[config.mk]
export PLATFORM = sky130hd
export DESIGN_NAME = power_down_wake_control
export DESIGN_NICKNAME = d
export VERILOG_FILES = /design/src/logic/pwr_pkg.sv /design/src/logic/power_down_wake_control.sv /design/src/logic/wake_sel.sv
export SDC_FILE = /design/constraint.sdc
export NUM_CORES = 1
export LEC_CHECK = 0
export BUFFER_PORTS_ARGS = -buffer_cell sky130_fd_sc_hd__buf_2
export CORE_UTILIZATION = 52
export DETAILED_ROUTE_END_ITERATION = 16
export PLACE_DENSITY = 0.82
export REMOVE_ABC_BUFFERS = 1
export SLEW_MARGIN = 25
export SYNTH_ARGS = -nofsm -noshare
export SYNTH_HDL_FRONTEND = slang
export SYNTH_SLANG_ARGS = --single-unit
[constraint.sdc]
create_clock -name sys_clk -period 2.7 [get_ports sys_clk]
set_input_delay 0.54 -clock sys_clk [delete_from_list [all_inputs] [get_ports sys_clk]]
set_output_delay 0.54 -clock sys_clk [all_outputs]
set_load 0.01 [all_outputs]
[src/logic/pwr_pkg.sv]
package pwr_pkg;
  // status bit positions
  localparam int unsigned PD_BIT = 3;
  localparam int unsigned TO_BIT = 4;
  localparam logic [7:0] STATUS_RST = 8'h18;
  // interrupt vector
  localparam logic [12:0] IRQ_VECTOR = 13'h0004;
  // register map of the plain port
  localparam logic [3:0] A_STATUS = 4'h0;
  localparam logic [3:0] A_CTRL = 4'h1;
  localparam logic [3:0] A_IRQ_EN = 4'h2;
  localparam logic [3:0] A_IRQ_FLAG = 4'h3;
  localparam logic [3:0] A_EVT_STAT = 4'h4;
  localparam logic [3:0] A_EVT_MASK = 4'h5;
  localparam logic [3:0] A_STATE = 4'h6;
  // interrupt source positions
  localparam int unsigned SRC_EXT = 0;
  localparam int unsigned SRC_PORTB = 1;
  localparam int unsigned SRC_T1 = 2;
  localparam int unsigned SRC_CAP = 3;
  localparam int unsigned SRC_SPEC = 4;
  localparam int unsigned SRC_OTHER = 5;
  localparam int unsigned NSRC = 6;
  // ctrl bits
  localparam int unsigned CTRL_GIE = 0;
  localparam int unsigned CTRL_WDT_EN = 1;
  localparam int unsigned CTRL_T1_ASYNC = 2;
  localparam int unsigned CTRL_T1_EXT = 3;
  localparam logic [7:0] CTRL_RST = 8'h00;
  // event status bits
  localparam int unsigned EV_SLEEP = 0;
  localparam int unsigned EV_WAKE = 1;
  localparam int unsigned EV_WDT = 2;
  localparam int unsigned EV_MASTER_CLEAR_N = 3;
  localparam int unsigned NEV = 4;
  typedef enum logic [2:0] {
    ST_RUN = 3'b001,
    ST_SLEEP = 3'b010,
    ST_WAKE = 3'b100
  } pwr_state_t;
endpackage

[src/logic/power_down_wake_control.sv]
`timescale 1ns/1ps
// Contract
// - executing the power-down instruction enters power-down.
// - on entry an enabled watchdog is cleared and keeps counting.
// - on entry power-down flag clears, time-out flag sets.
// - on entry the oscillator driver turns off.
// - ports keep their pre-sleep drive state while asleep.
// - wake on master-clear, watchdog time-out or a wake interrupt.
// - watchdog wakes only when enabled.
// - master-clear resets fully; other wakes resume execution.
// - power-down flag is set at power-up.
// - watchdog wake clears the time-out flag.
// - peripheral wake sources are timer one, capture and special event.
// - timer one wakes only in asynchronous external counting; the logic needs only the asynchronous bit, not the external one.
// - special event wakes only with asynchronous external timer one.
// - other peripherals raise no interrupt while asleep.
// - interrupt flags set regardless of enable bits.
// - servicing clears global enable, pushes return, vectors to 0004h.
module power_down_wake_control
  import pwr_pkg::*;
(
  input wire logic sys_clk,
  input wire logic nrst,
  input wire logic sleep_exec,
  input wire logic master_clear_n,
  input wire logic wdt_timeout,
  input wire logic [NSRC-1:0] irq_cond,
  input wire logic [12:0] pc_next,
  input wire logic retfie_exec,
  input wire logic [7:0] port_out_in,
  input wire logic [7:0] port_oe_in,
  input wire logic [3:0] addr,
  input wire logic [7:0] wdata,
  input wire logic wr_en,
  input wire logic rd_en,
  output logic [7:0] rdata,
  output logic wdt_clear,
  output logic osc_en,
  output logic core_halt,
  output logic device_reset,
  output logic [7:0] port_out,
  output logic [7:0] port_oe,
  output logic vector_load,
  output logic [12:0] vector_pc,
  output logic [12:0] push_addr,
  output logic push_en,
  output logic irq
);

  ////////////////////////////////////////////////////////////////////////
  typedef struct packed {
    pwr_state_t st;
    logic [7:0] status;
    logic [7:0] ctrl;
    logic [NSRC-1:0] ien;
    logic [NSRC-1:0] iflag;
    logic [NEV-1:0] evs;
    logic [NEV-1:0] evm;
    logic [7:0] rdata;
    logic wdt_clear;
    logic osc_en;
    logic core_halt;
    logic device_reset;
    logic [7:0] port_out;
    logic [7:0] port_oe;
    logic vector_load;
    logic [12:0] vector_pc;
    logic [12:0] push_addr;
    logic push_en;
    logic irq;
  } state_t;

  state_t s_q;
  state_t s_d;
  logic irq_wake;
  logic wdt_wake;
  logic [NSRC-1:0] cond_live;

  ////////////////////////////////////////////////////////////////////////
  function automatic logic [7:0] pad_src(input logic [NSRC-1:0] v);
    pad_src = {{(8-NSRC){1'b0}}, v};
  endfunction

  function automatic logic [7:0] pad_ev(input logic [NEV-1:0] v);
    pad_ev = {{(8-NEV){1'b0}}, v};
  endfunction

  ////////////////////////////////////////////////////////////////////////
  wake_sel u_wake_sel (
    .flags(s_q.iflag),
    .enables(s_q.ien),
    .t1_async(s_q.ctrl[CTRL_T1_ASYNC]),
    .t1_ext(s_q.ctrl[CTRL_T1_EXT]),
    .wdt_en(s_q.ctrl[CTRL_WDT_EN]),
    .wdt_timeout(wdt_timeout),
    .irq_wake(irq_wake),
    .wdt_wake(wdt_wake)
  );

  ////////////////////////////////////////////////////////////////////////
  always_comb
  begin
    s_d = s_q;
    s_d.rdata = 8'h00;
    s_d.wdt_clear = 1'b0;
    s_d.device_reset = 1'b0;
    s_d.vector_load = 1'b0;
    s_d.push_en = 1'b0;
    cond_live = irq_cond;
    // only the other-peripheral source is kept from flagging while asleep
    if (s_q.st == ST_SLEEP)
    begin
      cond_live[SRC_OTHER] = 1'b0;
    end

    // register writes; a hardware set below wins over a clear here
    if (wr_en)
    begin
      unique case (addr)
        A_STATUS: s_d.status = wdata;
        A_CTRL: s_d.ctrl = wdata;
        A_IRQ_EN: s_d.ien = wdata[NSRC-1:0];
        A_IRQ_FLAG: s_d.iflag = s_q.iflag & ~wdata[NSRC-1:0];
        A_EVT_STAT: s_d.evs = s_q.evs & ~wdata[NEV-1:0];
        A_EVT_MASK: s_d.evm = wdata[NEV-1:0];
        default: ;
      endcase
    end
    if (rd_en)
    begin
      unique case (addr)
        A_STATUS: s_d.rdata = s_q.status;
        A_CTRL: s_d.rdata = s_q.ctrl;
        A_IRQ_EN: s_d.rdata = pad_src(s_q.ien);
        A_IRQ_FLAG: s_d.rdata = pad_src(s_q.iflag);
        A_EVT_STAT: s_d.rdata = pad_ev(s_q.evs);
        A_EVT_MASK: s_d.rdata = pad_ev(s_q.evm);
        A_STATE: s_d.rdata = {5'h00, s_q.st};
        default: s_d.rdata = 8'h00;
      endcase
    end

    // flags set independent of any enable
    s_d.iflag = s_d.iflag | cond_live;

    unique case (s_q.st)
      ST_RUN:
      begin
        s_d.port_out = port_out_in;
        s_d.port_oe = port_oe_in;
        if (sleep_exec)
        begin
          s_d.st = ST_SLEEP;
          s_d.wdt_clear = s_q.ctrl[CTRL_WDT_EN];
          s_d.status[PD_BIT] = 1'b0;
          s_d.status[TO_BIT] = 1'b1;
          s_d.osc_en = 1'b0;
          s_d.core_halt = 1'b1;
          s_d.evs[EV_SLEEP] = 1'b1;
        end
        else if (s_q.ctrl[CTRL_GIE] && ((s_q.iflag & s_q.ien) != '0))
        begin
          s_d.ctrl[CTRL_GIE] = 1'b0;
          s_d.push_en = 1'b1;
          s_d.push_addr = pc_next;
          s_d.vector_load = 1'b1;
          s_d.vector_pc = IRQ_VECTOR;
        end
        else if (retfie_exec)
        begin
          s_d.ctrl[CTRL_GIE] = 1'b1;
        end
      end
      ST_SLEEP:
      begin
        // port outputs frozen at entry values
        if (wdt_wake)
        begin
          s_d.st = ST_WAKE;
          s_d.status[TO_BIT] = 1'b0;
          s_d.evs[EV_WDT] = 1'b1;
        end
        else if (irq_wake)
        begin
          s_d.st = ST_WAKE;
        end
      end
      ST_WAKE:
      begin
        // oscillator back, core resumes where it stopped
        s_d.osc_en = 1'b1;
        s_d.core_halt = 1'b0;
        s_d.st = ST_RUN;
        s_d.evs[EV_WAKE] = 1'b1;
      end
      default: s_d.st = ST_RUN;
    endcase

    // master-clear during sleep is a full reset, not a resume
    // relies on the pin being held high while asleep
    if (!master_clear_n)
    begin
      s_d.st = ST_RUN;
      s_d.device_reset = 1'b1;
      s_d.osc_en = 1'b1;
      s_d.core_halt = 1'b0;
      // full reset restores control; status keeps the wake cause for software
      s_d.ctrl = CTRL_RST;
      s_d.port_oe = 8'h00;
      if (s_q.st == ST_SLEEP)
      begin
        s_d.evs[EV_MASTER_CLEAR_N] = 1'b1;
      end
    end

    s_d.irq = (s_d.evs & s_d.evm) != '0;
  end

  ////////////////////////////////////////////////////////////////////////
  always_ff @(posedge sys_clk)
  begin
    if (!nrst)
    begin
      s_q <= '0;
      s_q.st <= ST_RUN;
      s_q.status <= STATUS_RST; // power-up sets pd
      s_q.ctrl <= CTRL_RST;
      s_q.osc_en <= 1'b1;
    end
    else
    begin
      s_q <= s_d;
    end
  end

  assign rdata = s_q.rdata;
  assign wdt_clear = s_q.wdt_clear;
  assign osc_en = s_q.osc_en;
  assign core_halt = s_q.core_halt;
  assign device_reset = s_q.device_reset;
  assign port_out = s_q.port_out;
  assign port_oe = s_q.port_oe;
  assign vector_load = s_q.vector_load;
  assign vector_pc = s_q.vector_pc;
  assign push_addr = s_q.push_addr;
  assign push_en = s_q.push_en;
  assign irq = s_q.irq;

endmodule

[src/logic/wake_sel.sv]
`timescale 1ns/1ps
module wake_sel
  import pwr_pkg::*;
(
  input wire logic [NSRC-1:0] flags,
  input wire logic [NSRC-1:0] enables,
  input wire logic t1_async,
  input wire logic t1_ext,
  input wire logic wdt_en,
  input wire logic wdt_timeout,
  output logic irq_wake,
  output logic wdt_wake
);
  logic [NSRC-1:0] able;
  always_comb
  begin
    able = '0;
    able[SRC_EXT] = 1'b1;
    able[SRC_PORTB] = 1'b1;
    able[SRC_T1] = t1_async;
    able[SRC_CAP] = 1'b1;
    able[SRC_SPEC] = t1_async & t1_ext;
    able[SRC_OTHER] = 1'b0; // no clock for it while asleep
    irq_wake = |(flags & enables & able);
    wdt_wake = wdt_en & wdt_timeout;
  end
endmodule

==> qor.csv, run 1 <==
metric,value,unit
CP Launch Type,flip-flop,
top-area cell type share of the netlist area,43.5,%
CP Buf/Inv Count,1,
CP arrival,2360,ps
largest family of logic cells by synthesized area,simple AND/OR/NAND/NOR gates,
"Hold Vio Cnt, Final",0,
Crit Path Max Fanout,19,
global-route wire length before repair,13700,um
CP top delay family,simple AND/OR/NAND/NOR gates,
final slew viol count,0,
WL final,8530,um
pin count of the biggest net entering global routing,34,
pre-CTS setup slack,477,ps
slowest library cell on the worst path,or3b_1,
most numerous cell in the Yosys netlist,dfxtp_1,
vias in the first global route,2772,
# fillers,640,
simple-gate share of the synthesized area,17.7,%
clock slew at reported path FFs,80,ps
Setup-failing EPs final,0,
TritonCTS Buffers,9,
Critical Path End Type,flip-flop,
HPWL Detailed,6150,um
post-cts resize count,0,
drt pass-1 iters,5,
Slew Limit Headroom,47.0,%
unrepaired setup endpoints after global routing,false,
CTS sink cnt,83,
Slew @ Worst Pin,793,ps
Final period util,77.7,%
Netlist Area Pre-Place,3820,sq um
WP data required,2960,ps
mux cell area share after synthesis,10.3,%
Diodes inserted,0,
Pleak,1.80,nW
#FFs+latches synth,83,
drt first-iter violations,192,
max-cap viol count,0,
Non-Filler Instances,567,
PwrDens,546,nW/um^2
xor and xnor area share after synthesis,0,%
Boundary Pins,112,
Max Fclk,477,MHz
Avg WL per Cell,15.0,um
DRC viols,0,
H-tree level count,3,
asr flop ratio synth,0,%
Adder-Cell Fraction of Synth Area,0,%
Root Driver,clkbuf_8,
setup TNS,0,ps
number of I/O port buffers,99,
"top cells by area, synth","dfxtp_1 43%, buf_4 10%, mux2i_1 7.3%",
Setup CP Type,reg2reg,
Layout Nets,522,
CTS max path bufs,2,
cell row count,30,
CTS tree,done,
Post-Synthesis Cells,411,
area occupied by multi-input gates,1700,sq um
Hold Crit Class,in2reg,
initial core utilization,55.0,%
CORE AREA,6940,sq um
CP peak stage delay,670,ps
Die Ht,87.7,um
status,finished clean,
Die Wd,87.7,um
initial antenna violation count,0,
postcts setup bufs,0,
Final Skew,8.05,ps
cts hold-fix bufs,0,
post-synthesis compound-gate area fraction,15.4,%
Synth Area per Inst,9.29,sq um
Post-synth EDFFs,0,
routability congestion estimate,0.921,
worst vdd ir,298,uV
total track usage,23.7,%
register area,1660,sq um
Die ar.,7690,sq um
Synth Flop Type,dfxtp_1,
worst skew pair latency,360,ps
Post-synth top cells,"83 x dfxtp_1, 53 x nand2_1, 51 x buf_4",
final setup margin,602,ps
via count,3016,
placed insts,552,
post-synthesis sequential area ratio,43.5,%
vias per std cell,5.32,
Unique masters post-synth,41,
GRT overflow,0,
Synth Warn #,0,
CP Cell Sequence,or3b_1 > a2111oi_4 > buf_4 > mux2i_1 > nor2b_1,
ANT nets after route,0,
crit path time final,2100,ps
Synth area leader,dfxtp_1,
Area Overhead vs Synth,10.5,%
share of cells above drive strength 1,28.0,%
## sequential cells by signal, summed over array words and instances, names as in the netlist
signal,cells
core_halt,1
device_reset,1
irq,1
osc_en,1
port_oe,8
port_out,8
push_addr,13
rdata,8
s_q,39
vector_load,1
vector_pc,1
wdt_clear,1
## area by class of cell
cell class	instances	share of cell area [%]
well taps	96	2.85
inverters	6	0.534
repair buffers	106	13.0
clock inverters	4	0.623
multi-input cells	261	40.3
clock buffers	11	3.35
flip-flops and latches	83	39.4
## cells in the final DEF (no fill, tap or decap), drive strengths merged, types with 2 or more instances in the layout
master,count
dfxtp,83
a21oi,20
a21boi,27
o21a,8
nand3,22
clkinv,2
o21ai,8
nor3,2
mux4,5
conb,12
mux2i,28
nand2,53
nor2b,26
inv,7
clkbuf,11
a222oi,2
nor3b,3
buf,106
and3,3
nand3b,4
and2,3
a31o,3
a31oi,2
a22oi,4
a211oi,3
nor2,10
## cells by family after synthesis
group / after synthesis
and+or+nand+nor: 133
buffers and inverters: 78
muxes: 33
DFF: 83
AOI/OAI and AO/OA: 83
other: 1
## worst paths after layout
check	start	slack [ps]	endpoint	cells after the start
worst max-delay path	s_q[93]	600	push_addr[6]	5
worst min-delay path	irq_cond[3]	380	s_q[68]	2
worst max register to register	s_q[93]	600	push_addr[6]	5
worst min register to register	port_oe[2]	460	port_oe[2]	2
## power by group
group          internal [mW]  switching, mW  total (mW)
sequential              1.26         0.0219        1.28
clock                  0.354          0.437       0.791
combinational         0.0996          0.135       0.235
## through the flow
step / utilization, % / hold WS, ps / power (mW) / instance area [sq um]
2_1_floorplan: - / 433 / 1.42 / 3380
3_3_place_gp: 58.4 / 440 / 1.54 / 4050
3_5_place_dp: 58.4 / 450 / 1.54 / 4050
4_1_cts: 60.8 / 367 / 2.32 / 4220
5_1_grt: 60.8 / 361 / 2.41 / 4220
6_report: 60.8 / 382 / 2.30 / 4220
## metal layers
layer | up-vias | track usage [%] | routed length, um
li1 | 1461 | - | -
met1 | 1397 | 28.9 | 3640
met2 | 145 | 39.5 | 4110
met3 | 13 | 8.01 | 665
met4 | 0 | 7.75 | 110
met5 | - | 0 | 0
Power figures use the tool's default switching activity.
==> inputs of run 2 (changes only) <==
CORE_UTILIZATION = 47   (was 52)
PLACE_DENSITY = 0.78   (was 0.82)
clock period = 1.9 ns   (was 2.7 ns; I/O delays follow)
==> run 2 against run 1 <==
  * Fmax up 25%
  * Sequential power up 42%
  * First-iteration DRC count down 6.3%
  * Register-to-register slack worse by 380 ps
  * Clock skew up 1.1 ps
  * Cell area up 4.6%
  * Worst hold slack worse by 150 ps
  * Non-clock buffer count up 17
  * Sequential cell count unchanged
  * Sequential share of layout area down 1.7 points
  * Total power up 52%
  * Largest power group unchanged
==> qor.csv, run 2 (synthesis results as in run 1) <==
metric,value,unit,change
status,finished clean,,unchanged
CORE AREA,7810,sq um,was 6940 sq um
Internal,2.63,mW,was 1.71 mW
max-cap viol count,0,,unchanged
Pwr Total,3.50,mW,was 2.30 mW
drt first-iter violations,180,,was 192
initial core utilization,48.9,%,was 55.0%
CTS sink cnt,83,,unchanged
pin count of the biggest net entering global routing,39,,was 34
CTS tree,done,,unchanged
Die Wd,92.2,um,was 87.7 um
cells on worst reg2reg path,5,,unchanged
cts hold-fix bufs,0,,unchanged
Boundary Pins,112,,unchanged
drt pass-1 iters,4,,was 5
initial antenna violation count,0,,unchanged
Setup-failing EPs final,0,,unchanged
Die Ht,92.2,um,was 87.7 um
vias in the first global route,2977,,was 2772
most frequent cells in the layout,"99 x buf_2, 83 x dfxtp_1, 53 x nand2_1, 28 x mux2i_1, 27 x a21boi_0",,unchanged
Largest register FFs,39,,unchanged
Gate power share,10.3,%,was 10.2%
Final period util,88.4,%,was 77.7%
Critical Path End Type,flip-flop,,unchanged
area occupied by multi-input gates,1700,sq um,unchanged
unrepaired setup endpoints after global routing,false,,unchanged
clock share of power,37.8,%,was 34.3%
"most common cell after layout, fill and taps aside",buf_2,,unchanged
ANT nets after route,0,,unchanged
Crit Path Max Fanout,16,,was 19
Top reg by flops,s_q,,unchanged
Pleak,1.91,nW,was 1.80 nW
Setup CP Type,reg2reg,,unchanged
CP arrival,1920,ps,was 2360 ps
Layout Nets,539,,was 522
Max Fclk,595,MHz,was 477 MHz
total track usage,21.6,%,was 23.7%
fin area,4410,sq um,was 4220 sq um
Hold Crit Class,in2reg,,unchanged
H-tree level count,3,,unchanged
Diodes inserted,0,,unchanged
worst skew pair latency,350,ps,was 360 ps
register area,1660,sq um,unchanged
routability congestion estimate,0.844,,was 0.921
TritonCTS Buffers,9,,unchanged
DRC viols,0,,unchanged
CTS max path bufs,2,,unchanged
Avg WL per Cell,15.0,um,about the same
WP data required,2140,ps,was 2960 ps
crit path time final,1680,ps,was 2100 ps
Root Driver,clkbuf_8,,unchanged
hold path depth,2,,unchanged
final slew viol count,0,,unchanged
Area Overhead vs Synth,15.5,%,was 10.5%
PwrDens,792,nW/um^2,was 546 nW/um^2
Final Skew,9.12,ps,was 8.05 ps
global-route wire length before repair,14200,um,was 13700 um
HPWL Detailed,6490,um,was 6150 um
postcts setup bufs,0,,unchanged
Flop pwr share,51.9,%,was 55.5%
setup TNS,0,ps,unchanged
Die ar.,8490,sq um,was 7690 sq um
GRT overflow,0,,unchanged
vias per std cell,5.29,,was 5.32
Psw,0.869,mW,was 0.594 mW
WL final,8890,um,was 8530 um
post-cts resize count,0,,unchanged
placed cell areas,4200,sq um,was 4050 sq um
worst vdd ir,437,uV,was 298 uV
share of cells above drive strength 1,30.9,%,was 28.0%
clock slew at reported path FFs,80,ps,about the same
number of I/O port buffers,99,,unchanged
CP Launch Type,flip-flop,,unchanged
cell row count,32,,was 30
# fillers,727,,was 640
via count,3125,,was 3016
"Hold Vio Cnt, Final",0,,unchanged
Sw Ratio,24.8,%,was 25.8%
[run 2: changes by cell type in the layout (fill, tap and decap cells not counted)]
| cell | before | now |
|---|---|---|
| buf_12 | 0 | 1 |
| buf_4 | 7 | 23 |
| bufinv_16 | 0 | 1 |
| clkbuf_1 | 1 | 0 |
| clkbuf_8 | 10 | 11 |
| clkinv_2 | 2 | 1 |
| clkinv_4 | 0 | 3 |
| clkinvlp_4 | 1 | 0 |
| inv_6 | 1 | 0 |
[run 2: routing by layer]
layer | track usage, % | vias to the layer above | share of wire, %
met2 | 36.4 | 138 | 49
met5 | 0 | - | 0
met3 | 5.31 | 14 | 7.4
li1 | - | 1495 | -
met4 | 9.38 | 0 | 2.1
met1 | 25.9 | 1478 | 42
[run 2: power groups by stage]
| stage | clock, mW | sequential [mW] | combinational [mW] |
|---|---|---|---|
| 2_1_floorplan | 0 | 1.86 | 0.150 |
| 3_3_place_gp | 0 | 1.85 | 0.351 |
| 3_5_place_dp | 0 | 1.85 | 0.359 |
| 4_1_cts | 1.35 | 1.81 | 0.360 |
| 5_1_grt | 1.42 | 1.82 | 0.396 |
| 6_report | 1.32 | 1.82 | 0.359 |
[run 2: final timing paths]
check	startpoint	to	slack (ps)
worst max-delay path	s_q[95]	push_addr[6]	220
worst min-delay path	irq_cond[0]	s_q[65]	230
worst max register to register	s_q[95]	push_addr[6]	220
worst min register to register	port_oe[5]	port_oe[5]	460
[run 2: final cells by class]
type	instances	area share, %
multi-input combinational	261	38.5
clock inverter	5	1.39
clock buffer	11	3.43
sequential	83	37.7
timing repair buffer	123	15.6
inverter	6	0.510
tap	102	2.89
[run 2: worst max-delay path, cell delays in order (launching register included)]
cell and delay, ps:
dfxtp_1 360, or3b_1 450, a2111oi_4 260, buf_12 220
mux2i_1 210, nor2b_1 70
[run 2: through the flow]
stage                     util, %  setup slack, ps  instances  hold WS (ps)
after floorplan                 -             -301        350           433
after global placement       53.8              118        575           440
after detailed placement     53.8              175        575           446
after CTS                    56.5              218        591           221
after global routing         56.5              148        591           226
final                        56.5              220        591           232
